<file path="config.mk">
export PLATFORM = sky130hd
export DESIGN_NAME = qgpio_top
export DESIGN_NICKNAME = d
export VERILOG_FILES = /design/src/hw/qgpio_pkg.sv /design/src/hw/qgpio_top.sv /design/src/hw/qgpio_debounce.sv
export VERILOG_INCLUDE_DIRS = /design/src /design/src/hw
export SDC_FILE = /design/constraint.sdc
export NUM_CORES = 1
export LEC_CHECK = 0
export BUFFER_PORTS_ARGS = -buffer_cell sky130_fd_sc_hd__buf_2
export CAP_MARGIN = 5
export CORE_MARGIN = 1.5
export CORE_UTILIZATION = 50
export CTS_CLUSTER_DIAMETER = 120
export DETAILED_ROUTE_END_ITERATION = 12
export PLACE_DENSITY_LB_ADDON = 0.1
export SETUP_SLACK_MARGIN = 0.15
export SLEW_MARGIN = 20
export SYNTH_ARGS = -nofsm -noshare
export SYNTH_HDL_FRONTEND = slang
export SYNTH_SLANG_ARGS = --single-unit
</file>
<file path="constraint.sdc">
create_clock -name clk_i -period 4.2 [get_ports clk_i]
set_input_delay 0.84 -clock clk_i [delete_from_list [all_inputs] [get_ports clk_i]]
set_output_delay 0.84 -clock clk_i [all_outputs]
set_load 0.005 [all_outputs]
</file>
<file path="src/hw/qgpio_cfg.svh">
`ifndef QGPIO_CFG_SVH
`define QGPIO_CFG_SVH
// ----------------------------------------------------------------------------
// Register offsets in the special function register space
// ----------------------------------------------------------------------------
`define QGPIO_PORT0_DATA 8'h80
`define QGPIO_PORT1_DATA 8'h88
`define QGPIO_PORT0_DIRECTION 8'h89
`define QGPIO_PORT2_DATA 8'h90
`define QGPIO_PORT1_DIRECTION 8'h91
`define QGPIO_PORT3_DATA 8'h98
`define QGPIO_PORT2_DIRECTION 8'h99
`define QGPIO_PORT3_DIRECTION 8'hA1
`define QGPIO_PORT0_OPENDRAIN 8'hB1
`define QGPIO_PORT1_OPENDRAIN 8'hB9
`define QGPIO_PORT2_OPENDRAIN 8'hC1
`define QGPIO_PORT3_OPENDRAIN 8'hC9
`define QGPIO_PORT0_PULLUP 8'hD1
`define QGPIO_PORT1_PULLUP 8'hD9
`define QGPIO_DEBOUNCE_TIME_SELECT 8'hDA
`define QGPIO_HIGH_CURRENT_SELECT 8'hDB
`define QGPIO_DIGITAL_INPUT_SELECT_A 8'hDC
`define QGPIO_DIGITAL_INPUT_SELECT_B 8'hDD
`define QGPIO_PORT2_PULLUP 8'hE1
`define QGPIO_PORT0_DEBOUNCE 8'hE2
`define QGPIO_PORT1_DEBOUNCE 8'hE3
`define QGPIO_PORT2_DEBOUNCE 8'hE4
`define QGPIO_PORT3_DEBOUNCE 8'hE5
`define QGPIO_PORT3_PULLUP 8'hE9
// ----------------------------------------------------------------------------
// Reset values and field layout
// ----------------------------------------------------------------------------
`define QGPIO_RESET_VALUE 8'h00
`define QGPIO_PORT0_OD_RESET 8'h04
`define QGPIO_PORT2_MASK 8'h3F
`define QGPIO_DIGSEL_B_MASK 8'h7F
`define QGPIO_PORT_DBT_LSB 0
`define QGPIO_RESET_DBT_LSB 2
`define QGPIO_DBT_USED_MASK 8'h0F
// ----------------------------------------------------------------------------
// Timing: clock in MHz and debounce times in microseconds
// ----------------------------------------------------------------------------
`define QGPIO_CLK_MHZ 50
`define QGPIO_DBT_1US 1
`define QGPIO_DBT_2US 2
`define QGPIO_DBT_4US 4
`define QGPIO_DBT_8US 8
`define QGPIO_RST_DBT_8US 8
`define QGPIO_RST_DBT_16US 16
`define QGPIO_RST_DBT_32US 32
`define QGPIO_RST_DBT_64US 64
`define QGPIO_DBT_CYC_1 (`QGPIO_DBT_1US * `QGPIO_CLK_MHZ)
`define QGPIO_DBT_CYC_2 (`QGPIO_DBT_2US * `QGPIO_CLK_MHZ)
`define QGPIO_DBT_CYC_4 (`QGPIO_DBT_4US * `QGPIO_CLK_MHZ)
`define QGPIO_DBT_CYC_8 (`QGPIO_DBT_8US * `QGPIO_CLK_MHZ)
`define QGPIO_RST_CYC_8 (`QGPIO_RST_DBT_8US * `QGPIO_CLK_MHZ)
`define QGPIO_RST_CYC_16 (`QGPIO_RST_DBT_16US * `QGPIO_CLK_MHZ)
`define QGPIO_RST_CYC_32 (`QGPIO_RST_DBT_32US * `QGPIO_CLK_MHZ)
`define QGPIO_RST_CYC_64 (`QGPIO_RST_DBT_64US * `QGPIO_CLK_MHZ)
`endif

</file>
<file path="src/hw/qgpio_pkg.sv">
package qgpio_pkg;
  typedef logic [7:0] qgpio_byte_t;
  typedef logic [11:0] qgpio_count_t;
endpackage

</file>
<file path="src/hw/qgpio_top.sv">
`include "qgpio_cfg.svh"

// Function
// - Four ports, 30 pins, each with software direction, pull-up and open-drain.
// - An output pin drives the value written to its data register bit.
// - Reading the data register bit of an input pin returns the pin level.
// - Direction bit 0 is input and 1 is output; all clear on reset.
// - Pull-up bit 1 connects the pull-up, 0 disconnects; all clear on reset.
// - Open-drain bit selects open-drain or push-pull; push-pull after reset except port 0 pin 2.
// - All registers reset to 00H except port 0 open-drain, which resets to 04H.
// - Each pin has a debounce enable bit filtering its input by 1, 2, 4 or 8 us.
// - One shared field selects the debounce length for all enabled pins.
// - Port debounce codes 0..3 mean 1/2/4/8 us; reset debounce codes 8/16/32/64 us.
// - A high-current register has one bit per port 3 pin selecting high-current mode while that pin is an output.
// - Each high-current bit serves a port 3 pin: 0 is 40 mA sink, 1 is 160 mA.
// - Two digital input select registers hold one bit per analog-capable pin.
// - A clear bit keeps digital input; a set bit gives the pin to analog input.
module qgpio_top
  import qgpio_pkg::*;
#(
  parameter int PORTS = 4,
  parameter int CW = 12
) (
  // Clock and reset
  input wire logic clk_i,
  input wire logic sys_rst_i,
  // Special function register access
  input wire logic [7:0] sfr_addr_i,
  input wire logic sfr_wr_i,
  input wire logic sfr_rd_i,
  input wire logic [7:0] sfr_wdata_i,
  output logic [7:0] sfr_rdata_o,
  output logic sfr_hit_o,
  // Pins, port n in bits 8n+7..8n
  input wire logic [31:0] pin_i,
  output logic [31:0] pin_o,
  output logic [31:0] pin_oe_o,
  output logic [31:0] pin_pullup_o,
  // Analog, drive strength and reset debounce controls
  output logic [7:0] high_current_o,
  output logic [14:0] analog_select_o,
  output logic [1:0] reset_debounce_sel_o,
  output logic [CW-1:0] reset_debounce_cycles_o
);
  // --------------------------------------------------------------------------
  // Register storage
  // --------------------------------------------------------------------------
  qgpio_byte_t data_reg [PORTS];
  qgpio_byte_t dir_reg [PORTS];
  qgpio_byte_t pu_reg [PORTS];
  qgpio_byte_t od_reg [PORTS];
  qgpio_byte_t db_reg [PORTS];
  qgpio_byte_t debounce_time_select;
  qgpio_byte_t high_current_select;
  qgpio_byte_t digital_input_select_a;
  qgpio_byte_t digital_input_select_b;
  logic [31:0] pin_filtered;
  logic [31:0] pin_digital;
  logic [CW-1:0] dbt_cycles;

  // Decode: kind 0 data, 1 direction, 2 pull-up, 3 open-drain, 4 debounce,
  // 5 global, 7 unmapped. Index is the port or the global register number.
  function automatic logic [4:0] decode(input logic [7:0] a);
    case (a)
      `QGPIO_PORT0_DATA: decode = {3'd0, 2'd0};
      `QGPIO_PORT1_DATA: decode = {3'd0, 2'd1};
      `QGPIO_PORT2_DATA: decode = {3'd0, 2'd2};
      `QGPIO_PORT3_DATA: decode = {3'd0, 2'd3};
      `QGPIO_PORT0_DIRECTION: decode = {3'd1, 2'd0};
      `QGPIO_PORT1_DIRECTION: decode = {3'd1, 2'd1};
      `QGPIO_PORT2_DIRECTION: decode = {3'd1, 2'd2};
      `QGPIO_PORT3_DIRECTION: decode = {3'd1, 2'd3};
      `QGPIO_PORT0_PULLUP: decode = {3'd2, 2'd0};
      `QGPIO_PORT1_PULLUP: decode = {3'd2, 2'd1};
      `QGPIO_PORT2_PULLUP: decode = {3'd2, 2'd2};
      `QGPIO_PORT3_PULLUP: decode = {3'd2, 2'd3};
      `QGPIO_PORT0_OPENDRAIN: decode = {3'd3, 2'd0};
      `QGPIO_PORT1_OPENDRAIN: decode = {3'd3, 2'd1};
      `QGPIO_PORT2_OPENDRAIN: decode = {3'd3, 2'd2};
      `QGPIO_PORT3_OPENDRAIN: decode = {3'd3, 2'd3};
      `QGPIO_PORT0_DEBOUNCE: decode = {3'd4, 2'd0};
      `QGPIO_PORT1_DEBOUNCE: decode = {3'd4, 2'd1};
      `QGPIO_PORT2_DEBOUNCE: decode = {3'd4, 2'd2};
      `QGPIO_PORT3_DEBOUNCE: decode = {3'd4, 2'd3};
      `QGPIO_DEBOUNCE_TIME_SELECT: decode = {3'd5, 2'd0};
      `QGPIO_HIGH_CURRENT_SELECT: decode = {3'd5, 2'd1};
      `QGPIO_DIGITAL_INPUT_SELECT_A: decode = {3'd5, 2'd2};
      `QGPIO_DIGITAL_INPUT_SELECT_B: decode = {3'd5, 2'd3};
      default: decode = {3'd7, 2'd0};
    endcase
  endfunction

  // Port 2 has only six pins; its upper bits are not stored and read as zero.
  function automatic qgpio_byte_t port_mask(input int p);
    port_mask = (p == 2) ? `QGPIO_PORT2_MASK : 8'hFF;
  endfunction

  logic [4:0] dec;
  logic [2:0] kind;
  logic [1:0] idx;
  assign dec = decode(sfr_addr_i);
  assign kind = dec[4:2];
  assign idx = dec[1:0];

  // --------------------------------------------------------------------------
  // Per-port registers
  // --------------------------------------------------------------------------
  always_ff @(posedge clk_i) begin
    if (sys_rst_i) begin
      for (int p = 0; p < PORTS; p++) begin
        data_reg[p] <= `QGPIO_RESET_VALUE;
        dir_reg[p] <= `QGPIO_RESET_VALUE;
        pu_reg[p] <= `QGPIO_RESET_VALUE;
        od_reg[p] <= (p == 0) ? `QGPIO_PORT0_OD_RESET : `QGPIO_RESET_VALUE;
        db_reg[p] <= `QGPIO_RESET_VALUE;
      end
    end else if (sfr_wr_i) begin
      for (int p = 0; p < PORTS; p++) begin
        if (idx == 2'(p)) begin
          case (kind)
            3'd0: data_reg[p] <= sfr_wdata_i & port_mask(p);
            3'd1: dir_reg[p] <= sfr_wdata_i & port_mask(p);
            3'd2: pu_reg[p] <= sfr_wdata_i & port_mask(p);
            3'd3: od_reg[p] <= sfr_wdata_i & port_mask(p);
            3'd4: db_reg[p] <= sfr_wdata_i & port_mask(p);
            default: ;
          endcase
        end
      end
    end
  end

  // --------------------------------------------------------------------------
  // Shared selection registers
  // --------------------------------------------------------------------------
  always_ff @(posedge clk_i) begin
    if (sys_rst_i) begin
      debounce_time_select <= `QGPIO_RESET_VALUE;
      high_current_select <= `QGPIO_RESET_VALUE;
      digital_input_select_a <= `QGPIO_RESET_VALUE;
      digital_input_select_b <= `QGPIO_RESET_VALUE;
    end else if (sfr_wr_i && kind == 3'd5) begin
      case (idx)
        2'd0: debounce_time_select <= sfr_wdata_i & `QGPIO_DBT_USED_MASK;
        2'd1: high_current_select <= sfr_wdata_i;
        2'd2: digital_input_select_a <= sfr_wdata_i;
        default: digital_input_select_b <= sfr_wdata_i & `QGPIO_DIGSEL_B_MASK;
      endcase
    end
  end

  // --------------------------------------------------------------------------
  // Debounce length
  // --------------------------------------------------------------------------
  function automatic logic [CW-1:0] port_cycles(input logic [1:0] code);
    case (code)
      2'd0: port_cycles = CW'(`QGPIO_DBT_CYC_1);
      2'd1: port_cycles = CW'(`QGPIO_DBT_CYC_2);
      2'd2: port_cycles = CW'(`QGPIO_DBT_CYC_4);
      default: port_cycles = CW'(`QGPIO_DBT_CYC_8);
    endcase
  endfunction

  function automatic logic [CW-1:0] reset_cycles(input logic [1:0] code);
    case (code)
      2'd0: reset_cycles = CW'(`QGPIO_RST_CYC_8);
      2'd1: reset_cycles = CW'(`QGPIO_RST_CYC_16);
      2'd2: reset_cycles = CW'(`QGPIO_RST_CYC_32);
      default: reset_cycles = CW'(`QGPIO_RST_CYC_64);
    endcase
  endfunction

  // The reset pin filter itself lives with the reset logic; only its length
  // is chosen here.
  assign dbt_cycles = port_cycles(debounce_time_select[`QGPIO_PORT_DBT_LSB +: 2]);
  assign reset_debounce_sel_o = debounce_time_select[`QGPIO_RESET_DBT_LSB +: 2];
  assign reset_debounce_cycles_o = reset_cycles(reset_debounce_sel_o);

  // --------------------------------------------------------------------------
  // Input path
  // --------------------------------------------------------------------------
  genvar g;
  generate
    for (g = 0; g < 32; g++) begin : g_pin
      qgpio_debounce #(
        .CW(CW)
      ) u_db (
        .clk_i(clk_i),
        .sys_rst_i(sys_rst_i),
        .enable_i(db_reg[g / 8][g % 8]),
        .limit_i(dbt_cycles),
        .raw_i(pin_i[g]),
        .level_o(pin_filtered[g])
      );
    end
  endgenerate

  // Analog-capable pins: port 0 bits 0,1,3..7, port 1 bits 0,3..7, port 2 bits 0,1.
  assign analog_select_o = {digital_input_select_b[6:0], digital_input_select_a};

  always_comb begin
    pin_digital = pin_filtered;
    // An analog-assigned pin reads as zero; its digital buffer is off.
    if (analog_select_o[0]) pin_digital[0] = 1'b0;
    if (analog_select_o[1]) pin_digital[1] = 1'b0;
    for (int k = 2; k < 7; k++) begin
      if (analog_select_o[k]) pin_digital[k + 1] = 1'b0;
    end
    if (analog_select_o[7]) pin_digital[8] = 1'b0;
    for (int k = 8; k < 13; k++) begin
      if (analog_select_o[k]) pin_digital[k + 3] = 1'b0;
    end
    if (analog_select_o[13]) pin_digital[16] = 1'b0;
    if (analog_select_o[14]) pin_digital[17] = 1'b0;
  end

  // --------------------------------------------------------------------------
  // Pin drive
  // --------------------------------------------------------------------------
  always_ff @(posedge clk_i) begin
    if (sys_rst_i) begin
      pin_o <= '0;
      pin_oe_o <= '0;
      pin_pullup_o <= '0;
      high_current_o <= '0;
    end else begin
      for (int p = 0; p < PORTS; p++) begin
        for (int b = 0; b < 8; b++) begin
          // Open-drain drives low only and releases on a high value.
          pin_o[p * 8 + b] <= od_reg[p][b] ? 1'b0 : data_reg[p][b];
          pin_oe_o[p * 8 + b] <= dir_reg[p][b] & ~(od_reg[p][b] & data_reg[p][b]);
          pin_pullup_o[p * 8 + b] <= pu_reg[p][b];
        end
      end
      high_current_o <= high_current_select & dir_reg[3];
    end
  end

  // --------------------------------------------------------------------------
  // Read path
  // --------------------------------------------------------------------------
  always_ff @(posedge clk_i) begin
    if (sys_rst_i) begin
      sfr_rdata_o <= '0;
    end else if (sfr_rd_i) begin
      case (kind)
        // Output bits return the latch; input bits return the pin.
        3'd0: sfr_rdata_o <= ((data_reg[idx] & dir_reg[idx])
                             | (pin_digital[idx * 8 +: 8] & ~dir_reg[idx])) & port_mask(idx);
        3'd1: sfr_rdata_o <= dir_reg[idx];
        3'd2: sfr_rdata_o <= pu_reg[idx];
        3'd3: sfr_rdata_o <= od_reg[idx];
        3'd4: sfr_rdata_o <= db_reg[idx];
        3'd5: begin
          case (idx)
            2'd0: sfr_rdata_o <= debounce_time_select;
            2'd1: sfr_rdata_o <= high_current_select;
            2'd2: sfr_rdata_o <= digital_input_select_a;
            default: sfr_rdata_o <= digital_input_select_b;
          endcase
        end
        default: sfr_rdata_o <= '0;
      endcase
    end
  end

  assign sfr_hit_o = (kind != 3'd7);

  // Samples for which pin 11 has stayed away from its filtered level. It never
  // lags the filter's own count, so a level change while it is short is an
  // early release; it saturates so that a long run cannot wrap to a small value.
  logic [CW-1:0] run_cnt;
  always_ff @(posedge clk_i) begin
    if (sys_rst_i || !db_reg[1][3] || pin_i[11] == pin_filtered[11]) begin
      run_cnt <= '0;
    end else if (run_cnt != '1) begin
      run_cnt <= run_cnt + CW'(1);
    end
  end
endmodule

</file>
<file path="src/hw/qgpio_debounce.sv">
`include "qgpio_cfg.svh"

// Per-pin filter: the filtered level follows the raw level only once the raw
// level has stayed different from it for the selected number of cycles.
module qgpio_debounce
  import qgpio_pkg::*;
#(
  parameter int CW = 12
) (
  // Clock and reset
  input wire logic clk_i,
  input wire logic sys_rst_i,
  // Control
  input wire logic enable_i,
  input wire logic [CW-1:0] limit_i,
  // Data
  input wire logic raw_i,
  output logic level_o
);
  logic [CW-1:0] count;

  always_ff @(posedge clk_i) begin
    if (sys_rst_i) begin
      count <= '0;
      level_o <= 1'b0;
    end else if (!enable_i || raw_i == level_o) begin
      count <= '0;
      if (!enable_i) begin
        level_o <= raw_i;
      end
    end else if (count >= limit_i - CW'(1)) begin
      count <= '0;
      level_o <= raw_i;
    end else begin
      count <= count + CW'(1);
    end
  end
endmodule

</file>
==> impl_results.md, run 1 <==
* Crit path time final at 3710 ps
* Leakage power at around 17 nW
* WL final at roughly 100 mm
* Core ar. at 64700 µm²
* CP arrival at around 2900 ps
* Ys Warns at 0
* Hold Crit Depth at 1
* Pre-CTS setup slack at approximately 95 ps
* Post-CTS Setup Bufs at 0
* First-pass GRT wire length at 153 mm
* IO Pins at 194
* Syn Inst Count at about 3300
* Number of synthesized flops with an enable pin at 150
* Max-Cap Viols at 0
* Overall routing resource usage at 29.9%
* CTS H-tree lvls at 3
* Worst-path clk slew at ~60 ps
* # fillers at ~5700
* Post-synth cell types at 92
* P per Cell Area at 384 nW/µm²
* Post-DP HPWL at approximately 73 mm
* Reg-to-Reg Start: debounce_time_select[1]$_SDFFE_PP0P_
* Endpoint type of the worst setup path: output port
* Final setup fails at 0
* Final Cell Area at 38000 µm²
* Reg2Reg Depth at 13
* Nets at roughly 4000
* Yosys reg bits at 675
* Finished Layout Cells at roughly 4600
* Total Neg Setup Slack at 0 ps
* Initial antenna violation count at 7
* Hold Path Class: reg2reg
* Reg-to-Reg End: g_pin[29].u_db.count[7]$_SDFF_PP0_
* Die span in x at around 260 µm
* CTS Hold Buffers Added at 0
* Mapped cell area at 32900 µm²
* Largest regs: g_pin.u_db.count (360), g_pin.u_db.level_o (32)
* Std cell rows at 93
* Final Max Slew Viols at 0
* Worst EP required at 3360 ps
* Chip height at 259 µm
* Max-slew headroom at 45.8%
* Vias in the first global route at 25600
* Largest register FFs at 360
* Initial Util at 50.8%
* FMAX at roughly 0.27 GHz
* RSZ-0062 raised after global routing: false
* DR vias at about 26000
* 1st-iter DRT viols at roughly 1900
* Drt wl/cell at about 22 µm
* Final setup margin at 486 ps
* Root Driver: clkbuf_16
* Synth-to-Final Area Change at 15.7%
* Die ar. at approximately 67000 µm²
* Layout cells sized above 1 at roughly an eighth
* WHS Endpoint: g_pin[21].u_db.count[0]$_SDFF_PP0_
* Status: completed
* R2r setup slk at ~500 ps
* CP startpoint kind: input port
* VDD IR max at between 300 and 400 µV
* Commonest register cell after synthesis: dfxtp_1
* Worst-skew pair later-pin latency at around 620 ps
* Seq/Total Area, Yosys at 45.7%
* Area post-placement at between 30000 and 40000 µm²
* Num CTS Buffers at 74
* Worst Path Max Fanout at 12
* Worst Skew at 25.7 ps
* GRT overflow at 0
* Worst-Margin Slew at just over 800 ps
* Largest Register: g_pin.u_db.count
* IO buf count at 183
* Pin count of the biggest net entering global routing at 79
* Max Root-Sink Buffers at 3
* Critical path class: in2out
* Async S/R FF share, synth at 0%
* Routability cong. at a little over 1
* CTS tree: built
* Hold Crit Start: g_pin[21].u_db.count[0]$_SDFF_PP0_
* Overall power at 14.6 mW
* Final routed DRC violation total at 0
* Period utilisation layout at between 80% and 90%
* Mean Syn Cell Area at between 9 and 10 µm²
* Final hold violations at 0
* CTS-repair resized insts at 0
* Drt via density at ~5.6
* Placed insts at between 4000 and 5000
* Drt pass-1 iters at 6
* DRT antenna net count at 0
* Clock sinks at ~680
-- worst max-delay path, stage by stage --
cell	delay (ps)
buf_2	110
or3b_2	510
a211o_1	340
ha_1	220
o31a_1	120
and2_4	230
clkinv_2	150
buf_4	180
buf_2	160
-- how the worst max path moves through the flow --
| stage | startpoint | end | slack [ps] | depth (start not counted) |
|---|---|---|---|---|
| after CTS | sfr_addr_i[2] | sfr_hit_o | 500 | 10 |
| after global routing | debounce_time_select[1]$_SDFFE_PP0P_ | g_pin[24].u_db.count[4]$_SDFF_PP0_ | 280 | 13 |
| after floorplan | sfr_addr_i[3] | data_reg[3][0]$_SDFFCE_PN0P_ | 420 | 9 |
| final | sfr_addr_i[3] | sfr_hit_o | 490 | 9 |
| after detailed placement | sfr_addr_i[5] | sfr_rdata_o[2]$_SDFFE_PP0P_ | 90 | 12 |
| after global placement | sfr_addr_i[5] | sfr_rdata_o[2]$_SDFFE_PP0P_ | 170 | 12 |
-- layout make-up --
cell class	instances	area, µm²	share of cell area [%]
clock inverters	36	505	1.33
clock buffers	99	2110	5.55
repair buffers	266	1620	4.26
diodes	2	5.00	0.0132
flip-flops and latches	675	15000	39.5
multi-input cells	2591	17500	46.1
well taps	855	1070	2.81
inverters	51	193	0.507
-- power breakdown --
part / switching [mW] / internal (mW) / total (mW)
Combinational: 0.422 / 0.250 / 0.672
Sequential: 0.187 / 6.80 / 6.98
Clock: 2.80 / 4.14 / 6.94
-- cells in the mapped netlist (all sizes together), types with 46 or more instances --
library cell	n	area [µm²]
nand3	199	1010
a21oi	104	532
xor2	204	1790
a31oi	46	288
mux2i	65	651
inv	50	188
nor2	467	1780
a21o	121	908
nand2	253	960
o21ai	66	334
and3	100	626
xnor2	98	858
and2	160	1000
ha	313	3920
edfxtp	150	4500
dfxtp	525	10500
-- metrics by stage --
stage	util, %	hold WS, ps
after floorplan	-	421
after global placement	54.7	442
after detailed placement	54.7	453
after CTS	58.8	456
after global routing	58.8	477
final	58.8	464
-- cells by family (layout without fill, tap and decap cells) --
kind of cell	Yosys count	after routing	share of synthesized area, %
xor gates and xnor gates	302	302	8.04
buffers and inverters	138	452	1.94
other	2	72	0.0228
AOI/OAI and AO/OA	477	477	9.87
adders and majority gates	313	313	11.9
muxes	69	69	2.15
DFF	675	675	45.7
and+or+nand+nor	1360	1360	20.4
-- layer usage --
layer  track usage (%)  up-vias  share of wire (%)
li1                  -    12300                  -
met1              39.0    12500                 43
met2              49.1      802                 46
met3              4.05      228                5.6
met4              13.8        4                4.6
met5                 0        -              0.021
-- placed cells by master (no fill, tap or decap), types with 19 or more instances in the layout --
cell,synthesis,routed
a21oi_1,103,102
mux2i_1,65,65
nor4b_1,30,30
clkbuf_16,0,78
conb_1,2,70
o21bai_1,21,21
ha_1,313,311
and2_1,158,158
edfxtp_1,150,150
inv_1,50,49
xor2_1,204,204
nand4_1,19,19
nor3b_1,31,31
a211oi_1,25,25
and3_1,100,100
a31oi_1,46,46
xnor2_1,98,98
dfxtp_1,525,525
nor2_1,460,459
nand2_1,251,251
a21o_1,121,121
o21ai_0,62,62
buf_4,16,77
nor2b_1,45,45
buf_2,22,182
nand3_1,196,196
No activity file was read; power rests on OpenSTA's default activity.
==> run 2, diff against run 1 <==
--- a/config.mk
+++ b/config.mk
@@ -9,7 +9,7 @@
 export BUFFER_PORTS_ARGS = -buffer_cell sky130_fd_sc_hd__buf_2
 export CAP_MARGIN = 5
 export CORE_MARGIN = 1.5
-export CORE_UTILIZATION = 50
+export CORE_UTILIZATION = 60
 export CTS_CLUSTER_DIAMETER = 120
 export DETAILED_ROUTE_END_ITERATION = 12
 export PLACE_DENSITY_LB_ADDON = 0.1
==> impl_results.md, run 2 (same netlist as run 1, synthesis figures left out) <==
* Area used by multi-input combinational logic at 17500 µm² (about the same)
* Initial Util at 60.9% (+10 points)
* CTS Hold Buffers Added at 0 (unchanged)
* Vias in the first global route at 25800 (+0.84%)
* CTS tree: built
* P per Cell Area at 374 nW/µm² (-2.5%)
* Crit path cell chain: buf_2 > or3b_2 > a211o_1 > ha_1 > o31a_1 > and2_4 > clkinv_2 > buf_4 > buf_2
* Endpoint type of the worst setup path: output port
* Pin count of the biggest net entering global routing at 93 (+18%)
* Total Neg Setup Slack at 0 ps (unchanged)
* Status: completed
* Die ar. at 56200 µm² (-16%)
* Comb power frac at 4.7% (about the same)
* Most common cell after layout, fill and taps aside: dfxtp_1
* Core ar. at 54000 µm² (-16%)
* Crit path time final at 3830 ps (+113 ps)
* Layout cells sized above 1 at 11.5% (-0.26 points)
* FMAX at 0.261 GHz (-2.9%)
* First-pass GRT wire length at 150 mm (-1.7%)
* Critical path class: in2out
* Final core occ at 69.6% (+11 points)
* Worst-path clk slew at 60 ps (about the same)
* DR vias at 26100 (+1.1%)
* Routability cong. at 1.07 (+4.7%)
* Worst EP required at 3360 ps (about the same)
* GRT overflow at 0 (unchanged)
* CTS-repair resized insts at 0 (unchanged)
* 1st-iter DRT viols at 1954 (+0.67%)
* CP max stage cell: or3b_2
* Reg2Reg Depth at 14 (+1)
* VDD IR max at 380 µV (+4.9%)
* R2r setup slk at 490 ps (about the same)
* DRT antenna net count at 0 (unchanged)
* Drt via density at 5.92 (+4.9%)
* Final hold violations at 0 (unchanged)
* # fillers at 4176 (-26%)
* Final setup fails at 0 (unchanged)
* Hold Path Class: reg2reg
* Max Root-Sink Buffers at 3 (unchanged)
* Final Cell Area at 37600 µm² (-1.2%)
* Drt pass-1 iters at 6 (unchanged)
* Seq pwr share at 49.7% (+1.9 points)
* Reg-to-Reg Start: debounce_time_select[0]$_SDFFE_PP0P_
* Largest register FFs at 360 (unchanged)
* Synth-to-Final Area Change at 14.3%
* Worst-skew pair later-pin latency at 610 ps (about the same)
* Worst Path Max Fanout at 11 (-1)
* Reg-to-Reg End: g_pin[10].u_db.count[10]$_SDFF_PP0_
* Final routed DRC violation total at 0 (unchanged)
* Largest stage delay on the critical path at 480 ps (-30 ps)
* Finished Layout Cells at 4409 (-3.6%)
* Clock sinks at 675 (unchanged)
* Root Driver: clkbuf_16
* Initial antenna violation count at 11 (+4)
* Worst-Margin Slew at 837 ps (+24.2 ps)
* WL final at 98.0 mm (-3.1%)
* Overall routing resource usage at 35.0% (+5.1 points)
* Largest regs: g_pin.u_db.count (360), g_pin.u_db.level_o (32)
* Placed insts at 4272 (-3.7%)
* Most frequent cells in the layout: dfxtp_1, nor2_1, ha_1, nand2_1, xor2_1
* Post-CTS Setup Bufs at 0 (unchanged)
* Nets at 4015 (-0.22%)
* Crit path launch: sfr_addr_i[5]
* Chip height at 237 µm (-8.6%)
* Area post-placement at 35200 µm² (-0.75%)
* Num CTS Buffers at 72 (-2.7%)
* Most used cell, CP: buf_2
* Reg area at 15000 µm² (unchanged)
* CP startpoint kind: input port
* Post-DP HPWL at 70.4 mm (-4.0%)
* Max-Cap Viols at 0 (unchanged)
* Drt wl/cell at 22.2 µm (+0.50%)
* Max-slew headroom at 43.6% (-2.2 points)
* Worst Skew at 32.8 ps (+7.02 ps)
* Final Max Slew Viols at 0 (unchanged)
* IO buf count at 183 (unchanged)
* Clock share of power at 45.6% (-2.0 points)
* Die span in x at 237 µm (-8.6%)
* IO Pins at 194 (unchanged)
* Std cell rows at 85 (-8.6%)
* Critical Path End: sfr_hit_o
* Sw frac at 23.2% (-0.19 points)
* Leakage power at 16.5 nW (-0.57%)
* Overall power at 14.1 mW (-3.6%)
* Largest Register: g_pin.u_db.count
* Period utilisation layout at 91.1% (+2.7 points)
* CTS H-tree lvls at 3 (unchanged)
* Switching power total at 3.26 mW (-4.4%)
* Internal at 10.8 mW (-3.4%)
* RSZ-0062 raised after global routing: false
* CP arrival at 2990 ps (+120 ps)
[run 2: how the worst min path moves through the flow]
stage | end | slack, ps | cells after the start | start
6_report | g_pin[21].u_db.count[0]$_SDFF_PP0_ | 460 | 1 | g_pin[21].u_db.count[0]$_SDFF_PP0_
5_1_grt | g_pin[9].u_db.level_o$_SDFFE_PP0P_ | 480 | 3 | pin_i[9]
4_1_cts | g_pin[22].u_db.level_o$_SDFF_PP0_ | 470 | 2 | pin_i[22]
3_5_place_dp | g_pin[24].u_db.count[0]$_SDFF_PP0_ | 450 | 1 | g_pin[24].u_db.count[0]$_SDFF_PP0_
3_3_place_gp | g_pin[21].u_db.count[0]$_SDFF_PP0_ | 440 | 1 | g_pin[21].u_db.count[0]$_SDFF_PP0_
2_1_floorplan | high_current_o[0]$_SDFF_PP0_ | 420 | 2 | high_current_select[0]$_SDFFE_PP0P_
[run 2: per-layer routing]
| layer | global-route usage [%] | vias up | part of all wire, % |
|---|---|---|---|
| li1 | - | 12300 | - |
| met5 | 0 | - | 0.058 |
| met2 | 58.0 | 1011 | 47 |
| met4 | 16.5 | 8 | 5.0 |
| met1 | 44.5 | 12500 | 41 |
| met3 | 6.10 | 291 | 7.5 |
[run 2: final cells by class]
| class | instances | share of cell area, % |
|---|---|---|
| tap | 696 | 2.32 |
| clock buffer | 104 | 5.80 |
| sequential | 675 | 39.9 |
| multi-input combinational | 2591 | 46.6 |
| timing repair buffer | 259 | 4.14 |
| clock inverter | 27 | 0.633 |
| inverter | 51 | 0.513 |
| antenna | 6 | 0.0399 |
[run 2: worst max-delay path, delay by kind of cell]
kind | cells | cell delay, ps
and+or+nand+nor | 2 | 710
buffers and inverters | 4 | 700
AOI/OAI and AO/OA | 2 | 500
adders and majority gates | 1 | 230
[run 2: through the flow]
stage	hold WS (ps)	setup WS, ps
CTS	465	404
detailed placement	451	160
finish	465	373
global route	482	261
global placement	441	132
floorplan	421	424
[run 2: power groups by stage]
stage	logic (mW)	registers, mW	clock network [mW]
after floorplan	0.394	7.01	0
after global placement	0.644	7.11	0
after detailed placement	0.651	7.12	0
after CTS	0.656	6.98	6.49
after global routing	0.718	6.99	6.79
final	0.668	6.98	6.41
